==> config.mk <==
export PLATFORM = sky130hd
export DESIGN_NAME = pmrf_top
export DESIGN_NICKNAME = d
export VERILOG_FILES = /design/src/include/pmrf_pkg.sv /design/src/design/pmrf_top.sv
export SDC_FILE = /design/constraint.sdc
export NUM_CORES = 1
export LEC_CHECK = 0
export BUFFER_PORTS_ARGS = -buffer_cell sky130_fd_sc_hd__buf_2
export CORE_MARGIN = 1.5
export CORE_UTILIZATION = 25
export CTS_BUF_LIST = sky130_fd_sc_hd__clkbuf_8
export CTS_CLUSTER_DIAMETER = 80
export CTS_CLUSTER_SIZE = 8
export DETAILED_ROUTE_END_ITERATION = 10
export GPL_ROUTABILITY_DRIVEN = 1
export GPL_TIMING_DRIVEN = 0
export PLACE_DENSITY = 0.5
export SYNTH_ARGS = -nofsm -noshare
export SYNTH_HDL_FRONTEND = slang
export SYNTH_SLANG_ARGS = --single-unit
==> constraint.sdc <==
create_clock -name clk_sys -period 1.99 [get_ports clk_sys]
set_clock_uncertainty 0.15 [all_clocks]
set_input_delay 0.0995 -clock clk_sys [delete_from_list [all_inputs] [get_ports clk_sys]]
set_output_delay 0.0995 -clock clk_sys [all_outputs]
set_load 0.01 [all_outputs]
==> src/include/pmrf_pkg.sv <==
// Constants for the per-port transceiver management register file.
// Assumes a management host clocking frames far slower than clk_sys.
`default_nettype none
package pmrf_pkg;
    // Register addresses on the management frame
    localparam logic [4:0]  REG_CTRL      = 5'h00;
    localparam logic [4:0]  REG_STATUS    = 5'h01;
    localparam logic [4:0]  REG_IDENT_HI  = 5'h02;
    localparam logic [4:0]  REG_IDENT_LO  = 5'h03;
    localparam logic [4:0]  REG_ADVERT    = 5'h04;
    // Control field positions
    localparam int CTRL_NEG_ON     = 12;
    localparam int CTRL_RENEG      = 9;
    localparam int CTRL_DUPLEX     = 8;
    localparam int CTRL_ALGO       = 5;
    localparam int CTRL_STRAIGHT   = 4;
    localparam int CTRL_AUTO_OFF   = 3;
    localparam int CTRL_FAULT_OFF  = 2;
    localparam int CTRL_TX_OFF     = 1;
    localparam int CTRL_IND_OFF    = 0;
    // Control reset values
    localparam logic CTRL_NEG_ON_RST    = 1'b1;
    localparam logic CTRL_DUPLEX_RST    = 1'b1;
    localparam logic CTRL_ALGO_RST      = 1'b1;
    // Status field positions and fixed content
    localparam int STAT_DONE       = 5;
    localparam int STAT_FAULT      = 4;
    localparam int STAT_LINK       = 2;
    localparam logic [15:0] STAT_FIXED = 16'h7808;
    // Advertisement fields
    localparam int ADV_PAUSE       = 10;
    localparam int ADV_RSV9        = 9;
    localparam int ADV_ABIL_HI     = 8;
    localparam int ADV_ABIL_LO     = 5;
    localparam logic [15:0] ADV_FIXED   = 16'h0801;
    localparam logic        ADV_PAUSE_RST = 1'b1;
    localparam logic [3:0]  ADV_ABIL_RST  = 4'hf;
    // Frame timing and opcodes
    localparam logic [5:0]  PREAMBLE_BITS = 6'h20;
    localparam logic [1:0]  OP_READ       = 2'b10;
    localparam logic [1:0]  OP_WRITE      = 2'b01;
endpackage
`default_nettype wire

==> src/design/pmrf_top.sv <==
// Management register file for one transceiver port, reached over MDC/MDIO.
// Assumes MDC is at least 8x slower than clk_sys; status inputs are clk_sys logic.
`default_nettype none

// Functional notes
// - Writing one to control bit 9 pulses a negotiation restart; resets zero.
// - Control bit 8 selects full (1) or half (0) duplex; resets one.
// - Control bit 5 picks the crossover algorithm; read/write, resets one.
// - With crossover automation off, bit 4 forces straight (1) or crossed (0).
// - Control bit 3 set turns crossover automation off; resets zero.
// - Control bit 2 set disables far end fault detection; resets zero.
// - Control bit 1 set inhibits the transmitter; resets zero.
// - Control bit 0 set turns the indicator off; resets zero.
// - Status bits 14 to 11 read as fixed ability ones.
// - Status bit 15 always reads zero.
// - Status bit 0 always reads zero.
// - Status bit 5 shows negotiation completion; resets zero.
// - Status bit 4 shows far end fault seen; resets zero.
// - Status bit 3 reads constant one.
// - Status bit 2 shows live link state; resets zero.
// - Registers 2 and 3 return fixed identifier halves.
// - Advertisement bit 10 sets pause advertising; read/write, resets one.
// - Advertisement bits 8 to 5 select four abilities; each resets one.
// - Control bit 12 enables negotiation; restart and advert only act when enabled.
module pmrf_top #(
    parameter logic [4:0]  PORT_ADDR = 5'h01,
    parameter logic [15:0] IDENT_HI  = 16'h1234,   // Arbitrary identifier value
    parameter logic [15:0] IDENT_LO  = 16'h5678    // Arbitrary identifier value
) (
    input  wire logic       clk_sys,
    input  wire logic       arst_n,
    input  wire logic       mdc,
    input  wire logic       mdio_in,
    output var  logic       mdio_out,
    output var  logic       mdio_oe,
    input  wire logic       negotiation_done,
    input  wire logic       far_fault_seen,
    input  wire logic       link_up,
    output var  logic       negotiation_on,
    output var  logic       renegotiate_trigger,
    output var  logic       duplex_full,
    output var  logic       crossover_algo_sel,
    output var  logic       crossover_auto_off,
    output var  logic       wiring_mdi_forced,
    output var  logic       wiring_mdix_forced,
    output var  logic       far_fault_det_off,
    output var  logic       tx_inhibit,
    output var  logic       indicator_off,
    output var  logic       adv_pause_eff,
    output var  logic [3:0] adv_abil_eff
);

    typedef enum logic [2:0] {PH_PRE, PH_ST, PH_HDR, PH_TA, PH_DATA} pmrf_phase_t;

    typedef struct packed {
        logic        mdc_s1, mdc_s2, mdc_s3;
        logic        mdio_s1, mdio_s2;
        pmrf_phase_t phase;
        logic [5:0]  pre;
        logic [3:0]  cnt;
        logic [15:0] shift;
        logic        is_read;
        logic        hit;
        logic [4:0]  regad;
        logic        mdio_out, mdio_oe;
        logic        neg_on, reneg, duplex, algo, straight, auto_off;
        logic        fault_off, tx_off, ind_off;
        logic        adv_pause, adv_rsv9;
        logic [3:0]  adv_abil;
        logic        an_done, fault, link;
        logic        reneg_pulse;
        logic        adv_pause_eff;
        logic [3:0]  adv_abil_eff;
        logic        mdi_frc, mdix_frc;
    } pmrf_state_t;

    pmrf_state_t r, s;
    logic        rise;
    logic        bit_in;
    logic [11:0] hdr;
    logic [15:0] wdata;

    // Read-side decode; unmapped addresses return zero
    function automatic logic [15:0] read_word(input pmrf_state_t q, input logic [4:0] a);
        logic [15:0] w;
        w = 16'h0000;
        unique case (a)
            pmrf_pkg::REG_CTRL: begin
                w[pmrf_pkg::CTRL_NEG_ON]    = q.neg_on;
                w[pmrf_pkg::CTRL_RENEG]     = q.reneg;
                w[pmrf_pkg::CTRL_DUPLEX]    = q.duplex;
                w[pmrf_pkg::CTRL_ALGO]      = q.algo;
                w[pmrf_pkg::CTRL_STRAIGHT]  = q.straight;
                w[pmrf_pkg::CTRL_AUTO_OFF]  = q.auto_off;
                w[pmrf_pkg::CTRL_FAULT_OFF] = q.fault_off;
                w[pmrf_pkg::CTRL_TX_OFF]    = q.tx_off;
                w[pmrf_pkg::CTRL_IND_OFF]   = q.ind_off;
            end
            pmrf_pkg::REG_STATUS: begin
                w = pmrf_pkg::STAT_FIXED;
                w[pmrf_pkg::STAT_DONE]  = q.an_done;
                w[pmrf_pkg::STAT_FAULT] = q.fault;
                w[pmrf_pkg::STAT_LINK]  = q.link;
            end
            pmrf_pkg::REG_IDENT_HI: w = IDENT_HI;
            pmrf_pkg::REG_IDENT_LO: w = IDENT_LO;
            pmrf_pkg::REG_ADVERT: begin
                w = pmrf_pkg::ADV_FIXED;
                w[pmrf_pkg::ADV_PAUSE] = q.adv_pause;
                w[pmrf_pkg::ADV_RSV9]  = q.adv_rsv9;
                w[pmrf_pkg::ADV_ABIL_HI:pmrf_pkg::ADV_ABIL_LO] = q.adv_abil;
            end
            default: w = 16'h0000;
        endcase
        return w;
    endfunction

    // Edge of the synchronised clock and the data sampled beside it
    assign rise   = r.mdc_s2 & ~r.mdc_s3;
    assign bit_in = r.mdio_s2;
    assign hdr    = {r.shift[10:0], bit_in};
    assign wdata  = {r.shift[14:0], bit_in};

    // Next-state: frame decoder, register writes, status sampling
    always_comb begin
        s = r;
        s.mdc_s1      = mdc;
        s.mdc_s2      = r.mdc_s1;
        s.mdc_s3      = r.mdc_s2;
        s.mdio_s1     = mdio_in;
        s.mdio_s2     = r.mdio_s1;
        s.reneg_pulse = 1'b0;
        s.an_done     = negotiation_done;
        s.fault       = far_fault_seen;
        s.link        = link_up;
        if (rise) begin
            unique case (r.phase)
                PH_PRE: begin
                    // Preamble of ones, then the first start bit
                    if (bit_in) begin
                        if (r.pre < pmrf_pkg::PREAMBLE_BITS) s.pre = r.pre + 6'h01;
                    end else if (r.pre == pmrf_pkg::PREAMBLE_BITS) begin
                        s.phase = PH_ST;
                    end else begin
                        s.pre = 6'h00;
                    end
                end
                PH_ST: begin
                    s.pre   = 6'h00;
                    s.cnt   = 4'h0;
                    s.phase = bit_in ? PH_HDR : PH_PRE;
                end
                PH_HDR: begin
                    s.shift = wdata;
                    s.cnt   = r.cnt + 4'h1;
                    if (r.cnt == 4'hb) begin
                        // Only our own address with a legal opcode is served
                        s.is_read = (hdr[11:10] == pmrf_pkg::OP_READ);
                        s.hit     = (hdr[9:5] == PORT_ADDR) &&
                                    (hdr[11:10] == pmrf_pkg::OP_READ || hdr[11:10] == pmrf_pkg::OP_WRITE);
                        s.regad   = hdr[4:0];
                        s.cnt     = 4'h0;
                        s.phase   = PH_TA;
                    end
                end
                PH_TA: begin
                    s.cnt = r.cnt + 4'h1;
                    if (r.cnt == 4'h0) begin
                        // Host released the line; claim it with the zero bit
                        s.mdio_oe  = r.hit & r.is_read;
                        s.mdio_out = 1'b0;
                    end else begin
                        s.cnt      = 4'h0;
                        s.phase    = PH_DATA;
                        s.shift    = read_word(r, r.regad);
                        s.mdio_out = r.hit & r.is_read & s.shift[15];
                        s.shift    = {s.shift[14:0], 1'b0};
                    end
                end
                PH_DATA: begin
                    s.cnt = r.cnt + 4'h1;
                    if (r.is_read) begin
                        s.mdio_out = r.shift[15];
                        s.shift    = {r.shift[14:0], 1'b0};
                    end else begin
                        s.shift = wdata;
                    end
                    if (r.cnt == 4'hf) begin
                        s.mdio_oe  = 1'b0;
                        s.mdio_out = 1'b0;
                        s.phase    = PH_PRE;
                        s.pre      = 6'h00;
                        // Commit a write; read-only bits are never touched
                        if (r.hit && !r.is_read && r.regad == pmrf_pkg::REG_CTRL) begin
                            s.neg_on    = wdata[pmrf_pkg::CTRL_NEG_ON];
                            s.reneg     = wdata[pmrf_pkg::CTRL_RENEG];
                            s.reneg_pulse = wdata[pmrf_pkg::CTRL_RENEG] & r.neg_on;
                            s.duplex    = wdata[pmrf_pkg::CTRL_DUPLEX];
                            s.algo      = wdata[pmrf_pkg::CTRL_ALGO];
                            s.straight  = wdata[pmrf_pkg::CTRL_STRAIGHT];
                            s.auto_off  = wdata[pmrf_pkg::CTRL_AUTO_OFF];
                            s.fault_off = wdata[pmrf_pkg::CTRL_FAULT_OFF];
                            s.tx_off    = wdata[pmrf_pkg::CTRL_TX_OFF];
                            s.ind_off   = wdata[pmrf_pkg::CTRL_IND_OFF];
                        end
                        if (r.hit && !r.is_read && r.regad == pmrf_pkg::REG_ADVERT) begin
                            s.adv_pause = wdata[pmrf_pkg::ADV_PAUSE];
                            s.adv_rsv9  = wdata[pmrf_pkg::ADV_RSV9];
                            s.adv_abil  = wdata[pmrf_pkg::ADV_ABIL_HI:pmrf_pkg::ADV_ABIL_LO];
                        end
                    end
                end
                default: s.phase = PH_PRE;
            endcase
        end
        // Advertisement reaches the port only while negotiation is on
        s.adv_pause_eff = s.adv_pause & s.neg_on;
        s.adv_abil_eff  = s.adv_abil & {4{s.neg_on}};
        // Forced wiring decoded ahead of the flop so the pins carry no logic
        s.mdi_frc       = s.auto_off & s.straight;
        s.mdix_frc      = s.auto_off & ~s.straight;
    end

    // State register; reset gives constants only
    always_ff @(posedge clk_sys or negedge arst_n) begin
        if (!arst_n) begin
            r           <= '0;
            r.phase     <= PH_PRE;
            r.neg_on    <= pmrf_pkg::CTRL_NEG_ON_RST;
            r.duplex    <= pmrf_pkg::CTRL_DUPLEX_RST;
            r.algo      <= pmrf_pkg::CTRL_ALGO_RST;
            r.adv_pause <= pmrf_pkg::ADV_PAUSE_RST;
            r.adv_abil  <= pmrf_pkg::ADV_ABIL_RST;
            r.adv_pause_eff <= pmrf_pkg::ADV_PAUSE_RST & pmrf_pkg::CTRL_NEG_ON_RST;
            r.adv_abil_eff  <= pmrf_pkg::ADV_ABIL_RST & {4{pmrf_pkg::CTRL_NEG_ON_RST}};
        end else begin
            r <= s;
        end
    end

    // Ports straight from the state flops
    assign mdio_out            = r.mdio_out;
    assign mdio_oe             = r.mdio_oe;
    assign negotiation_on      = r.neg_on;
    assign renegotiate_trigger = r.reneg_pulse;
    assign duplex_full         = r.duplex;
    assign crossover_algo_sel  = r.algo;
    assign crossover_auto_off  = r.auto_off;
    assign wiring_mdi_forced   = r.mdi_frc;
    assign wiring_mdix_forced  = r.mdix_frc;
    assign far_fault_det_off   = r.fault_off;
    assign tx_inhibit          = r.tx_off;
    assign indicator_off       = r.ind_off;
    assign adv_pause_eff       = r.adv_pause_eff;
    assign adv_abil_eff        = r.adv_abil_eff;

    logic commit_ctrl;
    assign commit_ctrl = rise && r.phase == PH_DATA && r.cnt == 4'hf && r.hit && !r.is_read
                         && r.regad == pmrf_pkg::REG_CTRL;
endmodule // pmrf_top
`default_nettype wire

==> results of run 1 <==
[repair_timing]
| action | 4_1_cts | 5_1_grt |
|---|---|---|
| pin swaps | 4 | 6 |
| endpoints found under the setup margin | 53 | 49 |
| buffers inserted | 5 | 4 |
| gates resized for setup | 13 | 47 |
| hold endpoints to repair | 61 | 0 |
| hold buffers | 6 | 0 |
| gates cloned | 0 | 2 |
[synth_stat cells, types with 3 or more instances]
library cell	instances	area, um2
nand3_1	11	55.05
dfrtp_1	56	1401
nand3b_1	5	37.54
o211ai_1	3	22.52
mux2_2	12	135.1
and3_1	4	25.02
ha_1	5	62.56
a22oi_1	10	75.07
a21o_1	4	30.03
nor4_1	3	18.77
mux2_4	5	75.07
dfstp_2	13	341.6
nor4bb_1	3	30.03
a21oi_1	17	85.08
buf_4	8	60.06
nand2b_1	6	37.54
nand2_1	25	93.84
a31oi_1	8	50.05
nor2_1	24	90.09
inv_1	13	48.80
clkbuf_1	3	11.26
nor3_1	4	20.02
nor2b_1	5	31.28
o21ai_0	28	140.1
mux2i_1	3	30.03
and3b_1	3	26.28
buf_2	6	30.03
[worst max-delay path: stages (launching register included)]
cell and delay [ns]:
dfrtp_2 0.44, inv_1 0.09, ha_4 0.13, or3b_4 0.39
o221a_4 0.34, clkbuf_16 0.17, nor2_1 0.08, a21oi_1 0.05
[final timing paths]
| check | to | slack (ns) | cells after the start |
|---|---|---|---|
| worst max-delay path | hdr[8] | 0.02 | 7 |
| worst min-delay path | r[67] | 0.20 | 0 |
| worst max register to register | hdr[8] | 0.02 | 7 |
| worst min register to register | r[67] | 0.20 | 0 |
| max in group asynchronous | r[51] | 0.83 | 2 |
| min in group asynchronous | r[57] | 0.25 | 2 |
[power groups by stage]
stage	logic, mW	clock network, mW	registers, mW
CTS	0.0905	1.38	1.43
detailed placement	0.0808	0	1.46
floorplan	0.0373	0	1.46
global route	0.107	1.46	1.44
finish	0.0929	1.35	1.44
global placement	0.0800	0	1.46
[flip-flops by register name, indices dropped and copies added, names as in the netlist]
signal / count
adv_abil_eff: 4
adv_pause_eff: 1
bit_in: 1
crossover_algo_sel: 1
crossover_auto_off: 1
duplex_full: 1
far_fault_det_off: 1
hdr: 11
indicator_off: 1
mdio_oe: 1
mdio_out: 1
negotiation_on: 1
r: 40
renegotiate_trigger: 1
tx_inhibit: 1
wiring_mdi_forced: 1
wiring_mdix_forced: 1
[cell type report]
cell class / count / area, um2 / share of cell area
inverters: 13 / 48.80 / 0.01106
clock inverters: 4 / 71.32 / 0.01616
flip-flops and latches: 69 / 1747 / 0.3958
multi-input cells: 228 / 1750 / 0.3967
repair buffers: 39 / 270.3 / 0.06124
plain buffers: 18 / 140.1 / 0.03175
clock buffers: 12 / 165.2 / 0.03743
well taps: 176 / 220.2 / 0.04990
[kinds of logic (layout without fill, tap and decap cells)]
group,Yosys count,count (layout),synth area share
AO/OA/AOI/OAI,88,88,0.1661
buffers and inverters,31,86,0.04479
multiplexers,21,21,0.07320
AND/OR/NAND/NOR,111,112,0.1854
adder cells (fa/ha/maj),5,5,0.01821
XOR/XNOR,2,2,0.005099
flip-flops,69,69,0.5073
[layer usage]
metal	global-route usage	wire (um)
met4	0.06691	173
met2	0.1775	3731
met3	0.02594	306
met1	0.1756	4197
met5	0	0
[per-stage QoR]
stage,std cells,hold slack (ns),setup slack [ns],power [mW],utilization
after floorplan,327,-0.3461,0.06967,1.494,-
after global placement,526,0.05984,-0.4058,1.541,0.2825
after detailed placement,526,0.05886,-0.3867,1.542,0.2827
after CTS,553,0.2010,-0.08681,2.902,0.3130
after global routing,559,0.2110,-0.07586,3.001,0.3306
final,559,0.1992,0.02082,2.876,0.3306
==> impl_metrics.toml, run 1 <==
[clocking]
cts_sinks = 69
path_clk_slew_ns = 0.07
clk_latency_ns = 0.35
cts_root_buf = "clkbuf_8"
clockBufferDepth = 2
cts_max_level = 3
cts_buffers = 9
cts_tree = "done"

[place]
numPortBuffers = 23
gp_congestion = 0.8136
dpl_cell_area_um2 = 3774
dpl.hpwl_um = 5607

[power_and_ir_drop]
p_switching_mw = 0.6135
p_leak_nw = 1.944
peakVddDrop_mv = 0.3395
pwr_density_cell_nw_per_um2 = 651.6
clockPowerShare = 0.469
combPwrFrac = 0.032
sequentialPowerShare = 0.499
p_sw_frac = 0.2133
intPower_mw = 2.262

[floorplan]
start_util = 0.2574
die_height_um = 120.2
die_x_um = 120.2
coreArea_um2 = 13350
rows = 42
die-area_um2 = 14460
ioPinCount = 24

[flow_run]
cap_violations = 0

[drt]
drcViolationCount = 0
drtIter0Drc = 135
dr.pass1.iters = 5
routed-via-count = 2662
wl_per_cell_um = 15.04
wl_um = 8408
drt.antenna.violating_nets = 0
routed_via_density = 4.762

[logic_synthesis]
yosysSeqAreaShare = 0.5073
synth_edf_count = 0
synth_flop_cell = "dfrtp_1"
synth_cell_types = 58
syn-cell-area_um2 = 3436
syn_avg_cell_area_um2 = 10.51
yosysWarnings = 0
synth_nets = 339
synth_async_sr_flop_share = 1.000
synth.ff_latch_count = 69
netlist_instances = 327

[worst_hold_path]
min_from = "r[68]"
hold_path_class = "flop to flop"

[sta]
fmax_mhz = 507.8
slew_viol_final = 0
fin_tns_setup_ns = 0
hold_viol = 0
worstMarginPinSlew_ns = 0.8698
max_slew_margin = 0.4201
fin_crit_sh = 0.9895
finalSetupViolCount = 0
min_period_ns = 1.969
rsz0062_at_grt = "true"

[final_layout]
fin_nets = 390
drive_gt1_frac = 0.3473
diodes = 0
mostFrequentLayoutCells = "dfrtp_1, o21ai_0, nand2_1"
final_common_cell = "dfrtp_1"
n_fill_cell = 1388
syn2layout_area_growth_pct = 28.44
fin_area_um2 = 4413

[global_route]
grt_pass1_vias = 2676
grt_start_max_net_pins = 70
grt_overflow = 0
antenna_found_initial = 0
grt_pass1_wl_um = 13910
grt_use_total = 0.1243

[critical_path]
critPathLaunch = "r[51]"
startpoint_type = "flop"
reg2reg_from = "r[51]"
cp_max_fo = 6
crit_required_ns = 2.07
arrival_ns = 2.05
cp-end-kind = "flop"
critPathKind = "flop to flop"

[outcome]
status = "finished clean"
No activity file was read; power rests on OpenSTA's default activity.
==> run 2: changes to the inputs <==
CELL_PAD_IN_SITES_DETAIL_PLACEMENT = 1   (was default)
CELL_PAD_IN_SITES_GLOBAL_PLACEMENT = 2   (was default)
CORE_ASPECT_RATIO = 1.25   (was default)
PLACE_DENSITY = 0.65   (was 0.5)
==> run 2 against run 1 <==
Non-clock buffer count up 8. Via count grew 4.5%. Utilization increased by 0.63 points. Worst setup slack better by 0.0097 ns. Largest cell class unchanged. Largest power group unchanged.
==> impl_metrics.toml, run 2 (synthesis gave the netlist of run 1 again) <==
[critical_path]
critPathLaunch = "r[51]"
cp_cell_sequence = "inv_1 -> ha_2 -> or3b_4 -> o221a_4 -> buf_12 -> nor2_2 -> a21oi_1"
arrival_ns = 2.05
max_stage_delay_ns = 0.43
reg2reg_from = "r[51]"
crit_required_ns = 2.08
critPathKind = "flop to flop"
cp-end-kind = "flop"
startpoint_type = "flop"
cp_max_fo = 10
critPathSlowestCell = "dfrtp_1"

[sta]
hold_viol = 0
whs_ns = 0.1319
finalSetupViolCount = 0
worstMarginPinSlew_ns = 0.6716
fmax_mhz = 510.3
rsz0062_at_grt = "true"
slew_viol_final = 0
fin_tns_setup_ns = 0
fin_crit_sh = 0.9847
max_slew_margin = 0.5508
min_period_ns = 1.960

[power_and_ir_drop]
p_switching_mw = 0.6567
p_leak_nw = 1.986
intPower_mw = 2.076
clockPowerShare = 0.436
peakVddDrop_mv = 0.2703
p_total_mw = 2.733
p_sw_frac = 0.2403
sequentialPowerShare = 0.525
combPwrFrac = 0.039
pwr_density_cell_nw_per_um2 = 607.6

[global_route]
grt_pass1_vias = 2901
grt_pass1_wl_um = 15770
antenna_found_initial = 0
grt_start_max_net_pins = 56
grt_use_met2 = 0.2558
grt.busiest_layer = "met2"
grt_overflow = 0
met3_usage = 0.02770
use_met1 = 0.1716
grt_use_total = 0.1443

[floorplan]
die_x_um = 107.9
rows = 47
coreArea_um2 = 13350
start_util = 0.2574
die_height_um = 134.1
ioPinCount = 24
die-area_um2 = 14460

[final_layout]
largest_reg_flops = 40
syn2layout_area_growth_pct = 30.92
fin_nets = 398
diodes = 0
drive_gt1_frac = 0.3862
mostFrequentLayoutCells = "dfrtp_1, buf_2, o21ai_0, nand2_1, buf_4"
final_common_cell = "dfrtp_1"
fin_util = 0.3370
n_fill_cell = 1480
top_register = "r"

[drt]
wl_per_cell_um = 17.47
drt.antenna.violating_nets = 0
routed_via_density = 4.952
drcViolationCount = 0
dr.pass1.iters = 4
drtIter0Drc = 63
wl_um = 9819
routed-via-count = 2783

[flow_run]
cap_violations = 0

[clocking]
path_clk_slew_ns = 0.08
cts_sinks = 69
clk_latency_ns = 0.35
clockBufferDepth = 2
cts_max_level = 3
cts_tree = "done"
cts_buffers = 9
cts_root_buf = "clkbuf_8"

[worst_hold_path]
hold_path_class = "primary input to async pin"

[place]
numPortBuffers = 23
dpl.hpwl_um = 6618
gp_congestion = 0.7330

[outcome]
status = "finished clean"
run 2: cell count changes in the layout (fill, tap and decap cells not counted), sizes merged:
cell / before / now
clkinv: 0 / 3
clkbuf: 17 / 13
buf: 46 / 55
bufinv: 2 / 1
dlygate4sd3: 6 / 7
run 2: path summary, 6_finish.rpt:
check / end / slack (ns) / cells after the start
max in group asynchronous: r[63] / 0.47 / 3
worst max register to register: hdr[8] / 0.03 / 7
worst min register to register: bit_in / 0.21 / 0
min in group clk_sys: bit_in / 0.21 / 0
worst max-delay path: hdr[8] / 0.03 / 7
worst min-delay path: r[59] / 0.13 / 3
run 2: per-layer routing:
metal | routed length, um | vias to the layer above
li1 | - | 1303
met1 | 4130 | 1431
met2 | 5285 | 36
met3 | 230 | 13
met4 | 172 | 0
met5 | 0 | -
run 2: critical path: cells and delay by family, from the launching register on:
| family | cells | cell delay, ns |
|---|---|---|
| AND/OR/NAND/NOR | 2 | 0.48 |
| flip-flops | 1 | 0.43 |
| AO/OA/AOI/OAI | 2 | 0.35 |
| buffers and inverters | 2 | 0.25 |
| adder cells (fa/ha/maj) | 1 | 0.17 |
run 2: power by group through the flow:
stage | Sequential, mW | Clock (mW) | Combinational (mW)
finish | 1.44 | 1.19 | 0.106
detailed placement | 1.46 | 0 | 0.0934
CTS | 1.44 | 1.24 | 0.107
floorplan | 1.46 | 0 | 0.0373
global placement | 1.46 | 0 | 0.0825
global route | 1.44 | 1.29 | 0.122
run 2: layout make-up:
type / instances / area, um2 / share of cell area
multi-input cells: 228 / 1785 / 0.3969
flip-flops and latches: 69 / 1745 / 0.3880
repair buffers: 47 / 351.6 / 0.07816
well taps: 171 / 214.0 / 0.04757
plain buffers: 18 / 153.9 / 0.03421
clock buffers: 10 / 137.6 / 0.03060
clock inverters: 6 / 61.31 / 0.01363
inverters: 13 / 48.80 / 0.01085
run 2: metrics by stage:
| step | instances | worst slack, ns | instance area [um2] |
|---|---|---|---|
| final | 562 | 0.03047 | 4498 |
| after global placement | 521 | -0.4699 | 3765 |
| after CTS | 555 | -0.01095 | 4292 |
| after global routing | 562 | -0.04148 | 4498 |
| after floorplan | 327 | 0.06967 | 3436 |
| after detailed placement | 522 | -0.5035 | 3795 |
run 2: timing repair:
action / in CTS / in global routing
endpoints found under the hold margin: 61 / 0
gates cloned: 1 / 0
resized for setup: 28 / 44
setup endpoints to repair: 54 / 40
pin swaps: 4 / 5
buffers inserted: 9 / 7
hold buffers: 7 / 0
==> run 3: changes to the inputs <==
REMOVE_ABC_BUFFERS = 1   (was default)
==> run 3 against run 2 <==
Routed wire length rose by 5.9%. Sequential share of layout area barely moved. Clock-buffer cell count rose by 1. Clock power fell by 4%. Total power fell by 1.6%. Highest routed layer unchanged. Via count rose by 3.5%. Design area rose by 0.47%.
==> impl_metrics.toml, run 3 (synthesis gave the netlist of run 1 again) <==
[outcome]
status = "finished clean"

[sta]
fmax_mhz = 506.8
rsz0062_at_grt = "true"
slew_viol_final = 0
worstMarginPinSlew_ns = 0.5893
min_period_ns = 1.973
max_slew_margin = 0.6054
finalSetupViolCount = 0
fin_crit_sh = 0.9916
fin_tns_setup_ns = 0
fin_ws_ns = 0.01682
hold_viol = 0

[final_layout]
top_register = "r"
mostFrequentLayoutCells = "dfrtp_1, buf_4, nand2_1"
fin_area_um2 = 4519
drive_gt1_frac = 0.3939
diodes = 0
fin_nets = 404
syn2layout_area_growth_pct = 31.54
largest_reg_flops = 40
final_common_cell = "dfrtp_1"
n_fill_cell = 1495
fin_util = 0.3386

[floorplan]
die_x_um = 107.9
rows = 47
coreArea_um2 = 13350
start_util = 0.2574
ioPinCount = 24
die_height_um = 134.1
die-area_um2 = 14460

[clocking]
cts_max_level = 3
cts_buffers = 9
cts_tree = "done"
path_clk_slew_ns = 0.08
clk_latency_ns = 0.35
cts_root_buf = "clkbuf_8"
clockBufferDepth = 2
cts_sinks = 69

[drt]
wl_per_cell_um = 18.34
dr_wl_met2_um = 5366
wl_um = 10400
routed_via_density = 5.079
topRoutingLayerUsed = "met4"
routed-via-count = 2880
wl_met3_um = 205
drcViolationCount = 0
drtIter0Drc = 154
dr.pass1.iters = 4
drt.antenna.violating_nets = 0
wl_met1_um = 4660

[global_route]
antenna_found_initial = 0
grt_pass1_wl_um = 16580
grt_overflow = 0
grt_pass1_vias = 2936
grt_start_max_net_pins = 42
grt_use_total = 0.1508

[power_and_ir_drop]
p_sw_frac = 0.2207
clockPowerShare = 0.424
pwr_density_cell_nw_per_um2 = 594.9
sequentialPowerShare = 0.534
p_leak_nw = 1.999
p_switching_mw = 0.5933
intPower_mw = 2.095
p_total_mw = 2.688
combPwrFrac = 0.041
peakVddDrop_mv = 0.2816

[critical_path]
r2r_slack_ns = 0.02
reg2reg_from = "r[63]"
crit_required_ns = 2.07
arrival_ns = 2.05
critPathKind = "flop to flop"
cp_max_fo = 7
startpoint_type = "flop"
cp-end-kind = "flop"
critPathLaunch = "r[63]"
r2r_cells = 6

[place]
dpl.hpwl_um = 6006
dpl_cell_area_um2 = 3682
dp_slack_ns = -0.7159
numPortBuffers = 23
gp_congestion = 0.7302

[worst_hold_path]
hold_path_class = "primary input to async pin"

[flow_run]
cap_violations = 0
[run 3: cell count changes in the layout (fill, tap and decap cells not counted), moves of 3 or more]
cell,delta
dfrtp_1,-6
clkbuf_1,-3
clkinv_2,-3
dfrtp_2,+6
buf_4,+13
nor2_1,+12
nor2_2,-11
o21ai_0,-3
[run 3: per-stage QoR]
stage	hold WS, ns	std cells
global route	0.08684	567
CTS	0.08001	549
detailed placement	-0.09117	504
global placement	0.05735	503
finish	0.08110	567
floorplan	-0.3461	309
[run 3: what timing repair did]
| item | in CTS | in global routing |
|---|---|---|
| buffers inserted | 21 | 16 |
| hold buffers | 6 | 0 |
| gates cloned | 3 | 2 |
| pin swaps | 5 | 10 |
| endpoints found under the hold margin | 69 | 0 |
| resized for setup | 30 | 33 |
| setup endpoints to repair | 61 | 49 |
[run 3: worst max-delay path: stages (launching register included)]
cell	delay, ns
dfrtp_2	0.45
nor3b_4	0.28
buf_4	0.18
and4_4	0.31
buf_4	0.15
nand2_1	0.05
mux2_2	0.28
[run 3: per-layer routing]
| metal | global-route usage | vias up |
|---|---|---|
| li1 | - | 1331 |
| met1 | 0.1919 | 1504 |
| met2 | 0.2534 | 33 |
| met4 | 0.05117 | 0 |
| met5 | 0 | - |
| met3 | 0.03158 | 12 |
[run 3: power groups by stage]
stage                     Sequential [mW]  Combinational, mW  Clock, mW
after CTS                            1.44              0.102       1.20
after floorplan                      1.46             0.0373          0
final                                1.44              0.111       1.14
after global routing                 1.44              0.123       1.26
after global placement               1.46             0.0840          0
after detailed placement             1.46             0.0900          0
[run 3: layout make-up]
class | instances | area [um2] | share of cell area
Timing Repair Buffer | 67 | 486.7 | 0.1077
Clock buffer | 11 | 151.4 | 0.03350
Clock inverter | 4 | 41.29 | 0.009136
Inverter | 13 | 48.80 | 0.01080
Sequential cell | 69 | 1753 | 0.3879
Multi-Input combinational cell | 232 | 1824 | 0.4037
Tap cell | 171 | 214.0 | 0.04734
[run 3: worst paths after layout]
| kind | to |
|---|---|
| setup / recovery | r[15] |
| min in group clk_sys | bit_in |
| hold / removal | r[59] |
| setup reg to reg | r[15] |
| hold reg to reg | bit_in |
| max in group asynchronous | duplex_full |
